===== config.mk =====
export PLATFORM = sky130hd
export DESIGN_NAME = dvsc_divide_ctrl
export DESIGN_NICKNAME = d
export VERILOG_FILES = /design/src/hdl/dvsc_pkg.sv /design/src/hdl/dvsc_step_timer.sv /design/src/hdl/dvsc_divide_ctrl.sv
export SDC_FILE = /design/constraint.sdc
export NUM_CORES = 1
export LEC_CHECK = 0
export CAP_MARGIN = 40
export CORE_AREA = 2 2 102 104
export CTS_BUF_LIST = sky130_fd_sc_hd__clkbuf_8
export DETAILED_ROUTE_END_ITERATION = 8
export DIE_AREA = 0 0 104 106
export DONT_BUFFER_PORTS = 1
export GPL_ROUTABILITY_DRIVEN = 0
export HOLD_SLACK_MARGIN = 0.1
export MAX_ROUTING_LAYER = met4
export PLACE_DENSITY = 0.74
export SLEW_MARGIN = 30
export SYNTH_ARGS = -nofsm -noshare
export SYNTH_HDL_FRONTEND = slang
export SYNTH_HIERARCHICAL = 1
export SYNTH_SLANG_ARGS = --single-unit

===== constraint.sdc =====
create_clock -name pclk -period 13.2 [get_ports pclk]
set_clock_uncertainty 0.15 [all_clocks]
set_input_delay 0.66 -clock pclk [delete_from_list [all_inputs] [get_ports pclk]]
set_output_delay 0.66 -clock pclk [all_outputs]
set_load 0.02 [all_outputs]

===== src/hdl/dvsc_pkg.sv =====
// Constants shared by the divide step control block
package dvsc_pkg;

	// ****************************************
	// Register map (APB byte addresses)
	// ****************************************
	localparam logic [7:0] DVSC_CTRL_OFS   = 8'h00;
	localparam logic [7:0] DVSC_ACC_OFS    = 8'h04;
	localparam logic [7:0] DVSC_QUOT_OFS   = 8'h08;
	localparam logic [7:0] DVSC_DIVS_OFS   = 8'h0C;
	localparam logic [7:0] DVSC_LINK_OFS   = 8'h10;
	localparam logic [7:0] DVSC_STATUS_OFS = 8'h14;

	// ****************************************
	// Field positions
	// ****************************************
	localparam int DVSC_CTRL_START_BIT = 0;
	localparam int DVSC_LINK_BIT       = 0;
	localparam int DVSC_ST_BUSY_BIT    = 0;
	localparam int DVSC_ST_OVF_BIT     = 1;
	localparam int DVSC_ST_SC_LSB      = 8;

	// ****************************************
	// Widths, step figures, reset values
	// ****************************************
	localparam int DVSC_WORD_W = 12;
	localparam int DVSC_SC_W   = 5;
	localparam logic [4:0] DVSC_SC_FIRST      = 5'h00;
	localparam logic [4:0] DVSC_SC_ACC_HOLD   = 5'h0C;
	localparam logic [4:0] DVSC_SC_LAST       = 5'h0D;
	localparam logic [11:0] DVSC_WORD_RST     = 12'h000;
	localparam logic [4:0] DVSC_SC_RST        = 5'h00;
	localparam int DVSC_STEP_DIV_CYC          = 4;

	typedef enum logic {
		DVSC_IDLE,
		DVSC_RUN
	} dvsc_state_t;

endpackage


===== src/hdl/dvsc_step_timer.sv =====
// Step timing generator: one-cycle step pulse every DIV clocks while running
`timescale 1ns/1ps
`default_nettype none
module dvsc_step_timer
	import dvsc_pkg::*;
#(
	parameter int DIV = DVSC_STEP_DIV_CYC
) (
	// Clock and reset
	input  wire logic pclk,
	input  wire logic presetn,
	// Control
	input  wire logic run,
	output logic      step_tick
);

	initial begin
		if (DIV < 1 || DIV > 255) begin
			$error("step divider out of range");
		end
	end

	typedef struct packed {
		logic [7:0] cnt;
		logic       tick;
	} dvsc_tmr_t;

	dvsc_tmr_t r_r;
	dvsc_tmr_t r_nxt;

	// Stopped timer restarts from zero, so each divide starts on a clean period
	always_comb begin
		r_nxt = r_r;
		if (!run) begin
			r_nxt.cnt  = 8'h00;
			r_nxt.tick = 1'b0;
		end else if (r_r.cnt == 8'(DIV - 1)) begin
			r_nxt.cnt  = 8'h00;
			r_nxt.tick = 1'b1;
		end else begin
			r_nxt.cnt  = r_r.cnt + 8'h01;
			r_nxt.tick = 1'b0;
		end
	end

	always_ff @(posedge pclk or negedge presetn) begin
		if (!presetn) begin
			r_r.cnt  <= 8'h00;
			r_r.tick <= 1'b0;
		end else begin
			r_r <= r_nxt;
		end
	end

	always_comb begin
		step_tick = r_r.tick;
	end

endmodule
`default_nettype wire


===== src/hdl/dvsc_divide_ctrl.sv =====
// Non-restoring 24/12 divide step control with APB register access
`timescale 1ns/1ps
`default_nettype none
module dvsc_divide_ctrl
	import dvsc_pkg::*;
#(
	parameter int STEP_DIV = DVSC_STEP_DIV_CYC
) (
	// Clock and reset
	input  wire logic        pclk,
	input  wire logic        presetn,
	// APB slave
	input  wire logic        psel,
	input  wire logic        penable,
	input  wire logic        pwrite,
	input  wire logic [7:0]  paddr,
	input  wire logic [31:0] pwdata,
	output logic      [31:0] prdata,
	output logic             pready,
	output logic             pslverr,
	// Host processor side
	output logic             busy,
	output logic             host_resume
);

	initial begin
		if (STEP_DIV < 1 || STEP_DIV > 255) begin
			$error("step divide count out of range");
		end
	end

	// ****************************************
	// State
	// ****************************************
	typedef struct packed {
		dvsc_state_t  state;
		logic [11:0]  acc;
		logic [11:0]  quotient_reg;
		logic [11:0]  divisor;
		logic         link;
		logic [4:0]   step_count;
		logic         ovf;
		logic [31:0]  rdata;
		logic         ready;
		logic         slverr;
		logic         resume;
		logic         busy;
	} dvsc_regs_t;

	dvsc_regs_t r_r;
	dvsc_regs_t r_nxt;

	logic step_tick;

	// Timer idles cleared, so every divide starts on a full step period
	dvsc_step_timer #(
		.DIV (STEP_DIV)
	) u_timer (
		.pclk      (pclk),
		.presetn   (presetn),
		.run       (r_r.state == DVSC_RUN),
		.step_tick (step_tick)
	);

	// ****************************************
	// Divide datapath
	// ****************************************
	logic        first_op;
	logic        last_op;
	logic        accumulator_gate;
	logic        acc_comp;
	logic        divisor_gate;
	logic [11:0] add_a;
	logic [11:0] add_b;
	logic [12:0] add_sum;
	logic        adder_link_out;
	logic        div_overflow;
	logic        div_last;
	logic        quotient_top_pass;
	logic        acc_in_bit;
	logic        quot_in_bit;

	always_comb begin
		first_op         = (r_r.step_count == DVSC_SC_FIRST);
		last_op          = (r_r.step_count == DVSC_SC_LAST);
		accumulator_gate = 1'b1;
		// Accumulator is complemented rather than the divisor
		if (first_op) begin
			acc_comp = 1'b1;
		end else if (last_op) begin
			acc_comp = r_r.quotient_reg[1];
		end else begin
			acc_comp = r_r.quotient_reg[1] ^ r_r.quotient_reg[0];
		end
		divisor_gate = !(last_op && r_r.quotient_reg[0]);
		add_a        = acc_comp ? ~r_r.acc : r_r.acc;
		add_b        = divisor_gate ? r_r.divisor : DVSC_WORD_RST;
		add_sum      = {1'b0, add_a} + {1'b0, add_b};
		// Link enters the link stage along with the accumulator
		adder_link_out = (accumulator_gate & r_r.link) ^ add_sum[12];
		div_overflow   = first_op && adder_link_out;
		div_last       = last_op || div_overflow;
		// Top quotient bit crosses inverted while subtracting
		quotient_top_pass = (r_r.quotient_reg[0] == r_r.quotient_reg[11]);
		acc_in_bit        = !first_op && !quotient_top_pass;
		quot_in_bit       = first_op ? 1'b0 : (adder_link_out ^ r_r.quotient_reg[0]);
	end

	// ****************************************
	// Next state
	// ****************************************
	logic        apb_access;
	logic        apb_commit;
	logic        addr_ok;
	logic [31:0] rd_mux;

	always_comb begin
		r_nxt      = r_r;
		apb_access = psel && penable && !r_r.ready;
		apb_commit = psel && penable && r_r.ready;
		addr_ok    = (paddr == DVSC_CTRL_OFS) || (paddr == DVSC_ACC_OFS)
			|| (paddr == DVSC_QUOT_OFS) || (paddr == DVSC_DIVS_OFS)
			|| (paddr == DVSC_LINK_OFS) || (paddr == DVSC_STATUS_OFS);
		rd_mux = 32'h0000_0000;
		unique case (paddr)
			DVSC_ACC_OFS: begin
				rd_mux[11:0] = r_r.acc;
			end
			DVSC_QUOT_OFS: begin
				rd_mux[11:0] = r_r.quotient_reg;
			end
			DVSC_DIVS_OFS: begin
				rd_mux[11:0] = r_r.divisor;
			end
			DVSC_LINK_OFS: begin
				rd_mux[DVSC_LINK_BIT] = r_r.link;
			end
			DVSC_STATUS_OFS: begin
				rd_mux[DVSC_ST_BUSY_BIT] = (r_r.state == DVSC_RUN);
				rd_mux[DVSC_ST_OVF_BIT]  = r_r.ovf;
				rd_mux[DVSC_ST_SC_LSB +: DVSC_SC_W] = r_r.step_count;
			end
			default: begin
				rd_mux = 32'h0000_0000;
			end
		endcase

		// Bus: one wait cycle, then pready for one cycle
		r_nxt.ready  = apb_access;
		r_nxt.slverr = apb_access && !addr_ok;
		if (apb_access && !pwrite) begin
			r_nxt.rdata = rd_mux;
		end
		r_nxt.resume = 1'b0;

		unique case (r_r.state)
			DVSC_IDLE: begin
				// Operand writes land only while no divide runs
				if (apb_commit && pwrite) begin
					unique case (paddr)
						DVSC_ACC_OFS: begin
							r_nxt.acc = pwdata[11:0];
						end
						DVSC_QUOT_OFS: begin
							r_nxt.quotient_reg = pwdata[11:0];
						end
						DVSC_DIVS_OFS: begin
							r_nxt.divisor = pwdata[11:0];
						end
						DVSC_LINK_OFS: begin
							r_nxt.link = pwdata[DVSC_LINK_BIT];
						end
						DVSC_CTRL_OFS: begin
							if (pwdata[DVSC_CTRL_START_BIT]) begin
								r_nxt.state      = DVSC_RUN;
								r_nxt.step_count = DVSC_SC_RST;
								r_nxt.ovf        = 1'b0;
							end
						end
						default: begin
						end
					endcase
				end
			end
			DVSC_RUN: begin
				if (step_tick) begin
					r_nxt.step_count = r_r.step_count + 5'h01;
					if (div_overflow) begin
						r_nxt.state  = DVSC_IDLE;
						r_nxt.link   = 1'b1;
						r_nxt.ovf    = 1'b1;
						r_nxt.resume = 1'b1;
					end else if (last_op) begin
						r_nxt.step_count = r_r.step_count;
						r_nxt.acc        = add_sum[11:0];
						r_nxt.link       = 1'b0;
						r_nxt.state      = DVSC_IDLE;
						r_nxt.resume     = 1'b1;
					end else if (r_r.step_count == DVSC_SC_ACC_HOLD) begin
						r_nxt.acc          = add_sum[11:0];
						r_nxt.link         = adder_link_out;
						r_nxt.quotient_reg = {r_r.quotient_reg[10:0], quot_in_bit};
					end else begin
						r_nxt.acc          = {add_sum[10:0], acc_in_bit};
						r_nxt.link         = adder_link_out;
						r_nxt.quotient_reg = {r_r.quotient_reg[10:0], quot_in_bit};
					end
				end
			end
		endcase
		// Busy leaves a flop so the host never sees a decode glitch
		r_nxt.busy = (r_nxt.state == DVSC_RUN);
	end

	always_ff @(posedge pclk or negedge presetn) begin
		if (!presetn) begin
			r_r.state        <= DVSC_IDLE;
			r_r.acc          <= DVSC_WORD_RST;
			r_r.quotient_reg <= DVSC_WORD_RST;
			r_r.divisor      <= DVSC_WORD_RST;
			r_r.link         <= 1'b0;
			r_r.step_count   <= DVSC_SC_RST;
			r_r.ovf          <= 1'b0;
			r_r.rdata        <= 32'h0000_0000;
			r_r.ready        <= 1'b0;
			r_r.slverr       <= 1'b0;
			r_r.resume       <= 1'b0;
			r_r.busy         <= 1'b0;
		end else begin
			r_r <= r_nxt;
		end
	end

	// ****************************************
	// Outputs
	// ****************************************
	always_comb begin
		prdata      = r_r.rdata;
		pready      = r_r.ready;
		pslverr     = r_r.slverr;
		busy        = r_r.busy;
		host_resume = r_r.resume;
	end
endmodule
`default_nettype wire


# [Word level (Yosys, flattened, before mapping)]
# Cells that the tools add are included.
# W data, S select, Z words.
[totals] register_bits=69 output_inout_bits=36 wordCells=108
[classes] n_addsub=3 eq_ne=20 mux=40 bitwise_logic=5 reduce_logical=27
[op_table] cell="$mux W12" n=7
[op_table] cell="$pmux W25 S2" n=1
[op_table] cell="$mux W24" n=2
[op_table] cell="$mux W44" n=1
[op_table] cell="$mux W25" n=1
[op_table] cell="$mux W9" n=2
[op_table] cell="$pmux W6 S3" n=1
[op_table] cell="$eq A8 B4 Y1 const B" n=2
[op_table] cell="$eq A8 B5 Y1 const B" n=2
[op_table] cell="$mux W1" n=16
[op_table] cell="$ne A2 B2 Y1 const B" n=8
[op_table] cell="$pmux W4 S4" n=1
[op_table] cell="$reduce_and A5 Y1" n=3
[op_table] cell="$pmux W7 S2" n=1
[op_table] cell="$add A12 B12 Y13" n=1
[op_table] cell="$mux W6" n=2
[op_table] cell="$not A12 Y12" n=1
[op_table] cell="$eq A5 B4 Y1 const B" n=2
[op_table] cell="$mux W5" n=2
[op_table] cell="$logic_and A1 B1 Y1" n=9
[op_table] cell="$add A8 B1 Y8 const B" n=1
[op_table] cell="$eq A8 B2 Y1 const B" n=1
[op_table] cell="$eq A8 B3 Y1 const B" n=1
[op_table] cell="$logic_not A8 Y1" n=1
[op_table] cell="other kinds (14)" n=26

# [Logic depth before layout (Yosys ltp)]
[logic_depth] ltp_word=13 depth_mapped=20

# [By module]
# The synthesis kept the hierarchy.
[modules_own_cells] module="dvsc_divide_ctrl" n_inst=1 cells_per_inst=483 area_each_um2=4453.0
[modules_own_cells] module="dvsc_step_timer" n_inst=1 cells_per_inst=40 area_each_um2=426.7

# [Worst setup path after synthesis]
# No wires, ideal clock.
[synth_timing] path_kind="flip-flop to flip-flop" start="register r_r[41] in the netlist's numbering" end="register r_r[62] in the netlist's numbering" t_arrival_ns=3.879 path_slack_ns=9.046 path_stages_with_launch=20 n_path_buf=4 synth_period_minus_slack_ns=4.154 cell_sequence="dfrtp_1 > and3b_1 > and2_1 > clkbuf_1 > nor2_1 > xor2_1 > nor2_1 > buf_2 > xnor2_1 > ha_1 > inv_1 > fa_1 > nor2b_1 > o211ai_2 > a21oi_2 > or4_1 > buf_2 > and3_4 > buf_6 > mux2_4"
[synth_between] elab_chain_len=9
[synth_lines] item="from (decl)" line_no="dvsc_divide_ctrl.sv:50" rtl="dvsc_regs_t r_r;"
[synth_lines] item="from (signal assigned)" line_no="dvsc_divide_ctrl.sv:230" rtl="r_r <= r_nxt;"
[synth_lines] item="$eq A5 B4 Y1" line_no="dvsc_divide_ctrl.sv:85" rtl="last_op = (r_r.step_count == DVSC_SC_LAST);"
[synth_lines] item="$mux W1" line_no="dvsc_divide_ctrl.sv:90" rtl="end else if (last_op) begin"
[synth_lines] item="$mux W1" line_no="dvsc_divide_ctrl.sv:88" rtl="if (first_op) begin"
[synth_lines] item="$mux W12" line_no="dvsc_divide_ctrl.sv:96" rtl="add_a = acc_comp ? ~r_r.acc : r_r.acc;"
[synth_lines] item="$add A12 B12 Y13" line_no="dvsc_divide_ctrl.sv:98" rtl="add_sum = {1'b0, add_a} + {1'b0, add_b};"
[synth_lines] item="$xor A1 B1 Y1" line_no="dvsc_divide_ctrl.sv:100" rtl="adder_link_out = (accumulator_gate & r_r.link) ^ add_sum[12];"
[synth_lines] item="$logic_and A1 B1 Y1" line_no="dvsc_divide_ctrl.sv:101" rtl="div_overflow = first_op && adder_link_out;"
[synth_lines] item="$ne A2 B2 Y1 (no source line)"
[synth_lines] item="$reduce_and A5 Y1 (no source line) (*)"
# Mark *: on every way between the ends. The rest lies on a longest branch, timed or not.
# A chain may end at the register's enable or synchronous reset.

# [Worst setup path in the final report]
[layout_timing] start="register r_r[41] in the netlist's numbering" end="register r_r[66] in the netlist's numbering"
# The elaborated chain is that of the path after synthesis.

==> flow_summary_export.csv <==
group,metric,value,unit
timing,min_period,5350,ps
finish,drive_above_1_share,14.6,%
drt,wl_per_cell,18.6,microns
drt,firstDrtPassIters,7,
logic_synthesis,ys_ff_latch,69,
global_routing,grt_overflow,0,
timing,timing.setup.tns,0,ps
global_routing,use_met2,37.6,%
clock_tree,ctsLongestPathBuffers,2,
timing,worst_slack,7850,ps
clock_tree,cts_sinks,69,
drt,ant_nets,0,
logic_synthesis,synth-xor-area-share,4.49,%
timing,tightest_slew,775,ps
logic_synthesis,synth_top_family_by_area,"compound AO/OA/AOI/OAI gates",
clock_tree,clk_pin_slew,80,ps
logic_synthesis,synthSimpleGateAreaFrac,17.5,%
placement,dpl.hpwl,8390,microns
logic_synthesis,syn_area_per_cell,9.33,sq um
logic_synthesis,async_reset_ff_share,100,%
finish,final_common_cell,"dfrtp_1",
drt,avgViaCountPerCell,6.06,
placement,numPortBuffers,0,
status,status,"finished clean",
job,maxCapViolations,0,
logic_synthesis,syn_area,4880,sq um
drt,vias,3895,
logic_synthesis,yosysSeqAreaShare,35.4,%
finish,final_nets,565,
pwr,pwr_density_cell,90.0,nW/um^2
global_routing,grt-busiest-layer,"met2",
drt,drt_iter0_markers,276,
critical_path,cp-start-kind,"flip-flop",
finish,mostFrequentLayoutCells,"dfrtp_1 (69), nand2_1 (48), nor2_1 (40), mux2_2 (27), a31oi_1 (25)",
logic_synthesis,synth.area.mux_share,8.90,%
logic_synthesis,synth.top_cell.area_share,35.4,%
logic_synthesis,synthFlopType,"dfrtp_1",
global_routing,grt_max_degree,70,
timing,finalMaxSlewViolations,0,
floorplan,design.core.area,10000,sq um
clock_tree,cts.htree.levels,3,
clock_tree,clock-root-buffer,"clkbuf_8",
timing,hold_viol_final,0,
critical_path,critPathKind,"flip-flop to flip-flop",
global_routing,grt_pass1_wl,19700,microns
timing,rsz0062_at_grt,"no",
timing,slew_headroom,48.0,%
hold_path,min_path_type,"input port to flip-flop",
global_routing,grt_pass1_vias,3950,
global_routing,use_met1,27.3,%
global_routing,antenna_found_initial,0,
placement,dpl_cell_area,4800,sq um
floorplan,die-area,11000,sq um
logic_synthesis,synth_compound_area_share,20.2,%
placement,place_ws,8000,ps
finish,area_delta_synth_final,3.90,%
pwr,leakagePower,2.21,nW
global_routing,grt_usage,23.1,%
logic_synthesis,synthAdderAreaFrac,4.77,%
floorplan,die_h,106,microns
pwr,ir_drop,0.0000429,V
pwr,power.total,0.000456,W
critical_path,cp.required,13300,ps
logic_synthesis,yosys-top-cells-area,"dfrtp_1 (35%), mux2_2 (6.2%), buf_4 (4.9%)",
floorplan,std_cell_rows,37,
finish,antennaDiodeCount,0,
floorplan,start_util,48.8,%
clock_tree,tritoncts,"done",
timing,period_share,40.6,%
logic_synthesis,ys_warn_count,6,
timing,setup_viol,0,
floorplan,fp.dieW,104,microns
logic_synthesis,syn_inst,523,
timing,timing.fmax,187,MHz
floorplan,io_pins,81,
logic_synthesis,synth_cell_types,67,
critical_path,endpoint_kind,"flip-flop",
clock_tree,post_cts_buffers,0,
global_routing,grtUsageMet3,4.54,%
finish,final_area,5070,sq um
logic_synthesis,synth_edf_count,0,
logic_synthesis,yosys.area.top_type,"dfrtp_1",
clock_tree,insertion_delay,370,ps
finish,fillCellCount,939,
drt,drt_wl_total,12000,microns
critical_path,arrival,5460,ps
clock_tree,cts_buffers,9,
timing,whs,249,ps
drt,remaining_drc_errors,0,
critical_path,crit_fanout,16,
## critical path, stage by stage (launching register included)
cell	delay [ps]
dfrtp_1	490
and3b_1	270
and2_1	280
nor2_1	80
xor2_1	140
nor2_1	590
buf_4	320
xnor2_1	140
ha_1	180
inv_1	60
fa_1	410
nor2b_1	260
o211ai_2	170
a21oi_2	250
or4_1	600
and3_4	470
mux2_2	360
## cells by family after synthesis
group | count (synthesis)
AO/OA/AOI/OAI | 138
XOR/XNOR | 25
adder cells (fa/ha/maj) | 18
buffers and inverters | 74
flip-flops | 69
multiplexers | 37
other | 1
AND/OR/NAND/NOR | 161
## worst paths after layout
path | startpoint | endpoint | slack (ps) | depth (start not counted)
worst max-delay path | r_r[41]$_DFFE_PN0P_ | r_r[66]$_DFFE_PN0P_ | 7850 | 16
worst min-delay path | pwdata[0] | r_r[41]$_DFFE_PN0P_ | 250 | 1
worst max register to register | r_r[41]$_DFFE_PN0P_ | r_r[66]$_DFFE_PN0P_ | 7850 | 16
worst min register to register | r_r[50]$_DFFE_PN0P_ | r_r[50]$_DFFE_PN0P_ | 380 | 1
max in group asynchronous | presetn | r_r[36]$_DFFE_PN0P_ | 11940 | 2
min in group asynchronous | presetn | prdata[7]$_DFFE_PN0P_ | 690 | 2
## cell usage after synthesis, types with 16 or more instances
cell,instances
a31oi_1,25
ha_1,17
buf_4,32
o21ai_0,23
nand2_1,48
clkbuf_1,16
and2_1,18
mux2_2,27
a21oi_1,16
dfrtp_1,69
nor2_1,40
inv_1,16
xnor2_1,18
## layout make-up
cell class | count | area, sq um | area share (%)
multi-input combinational | 398 | 2800 | 55.2
sequential | 69 | 1730 | 34.1
tap | 136 | 170 | 3.36
clock buffer | 11 | 151 | 2.99
timing repair buffer | 8 | 82.6 | 1.63
clock inverter | 5 | 81.3 | 1.60
inverter | 16 | 60.1 | 1.18
## sequential cells by signal, summed over array words and instances (netlist names)
register	count
busy	1
host_resume	1
prdata	13
pready	1
pslverr	1
r_r	43
u_timer/r_r	8
u_timer/step_tick	1
## power breakdown
part           switching, W  total [W]  leakage [nW]  internal (W)
clock network     0.0000869   0.000204         0.116      0.000117
registers        0.00000820   0.000224         0.934      0.000215
logic             0.0000195  0.0000289          1.16    0.00000939
total              0.000115   0.000456          2.21      0.000342
## per-layer routing
layer | part of all wire (%) | wire (microns)
met1 | 41 | 4870
met3 | 7.2 | 859
met2 | 49 | 5830
met5 | 0 | 0
met4 | 3.4 | 405
## repair_timing
item                                   CTS  global route
resized for setup                        0             0
setup endpoints to repair                0             0
endpoints found under the hold margin   69             0
hold buffers                             2             0
## metrics by stage
step / std cells / util [%]
final: 643 / 50.7
after global routing: 643 / 50.7
after CTS: 643 / 50.7
after detailed placement: 625 / 48.0
after global placement: 623 / 47.8
after floorplan: 541 / -
Power figures use the tool's default switching activity.
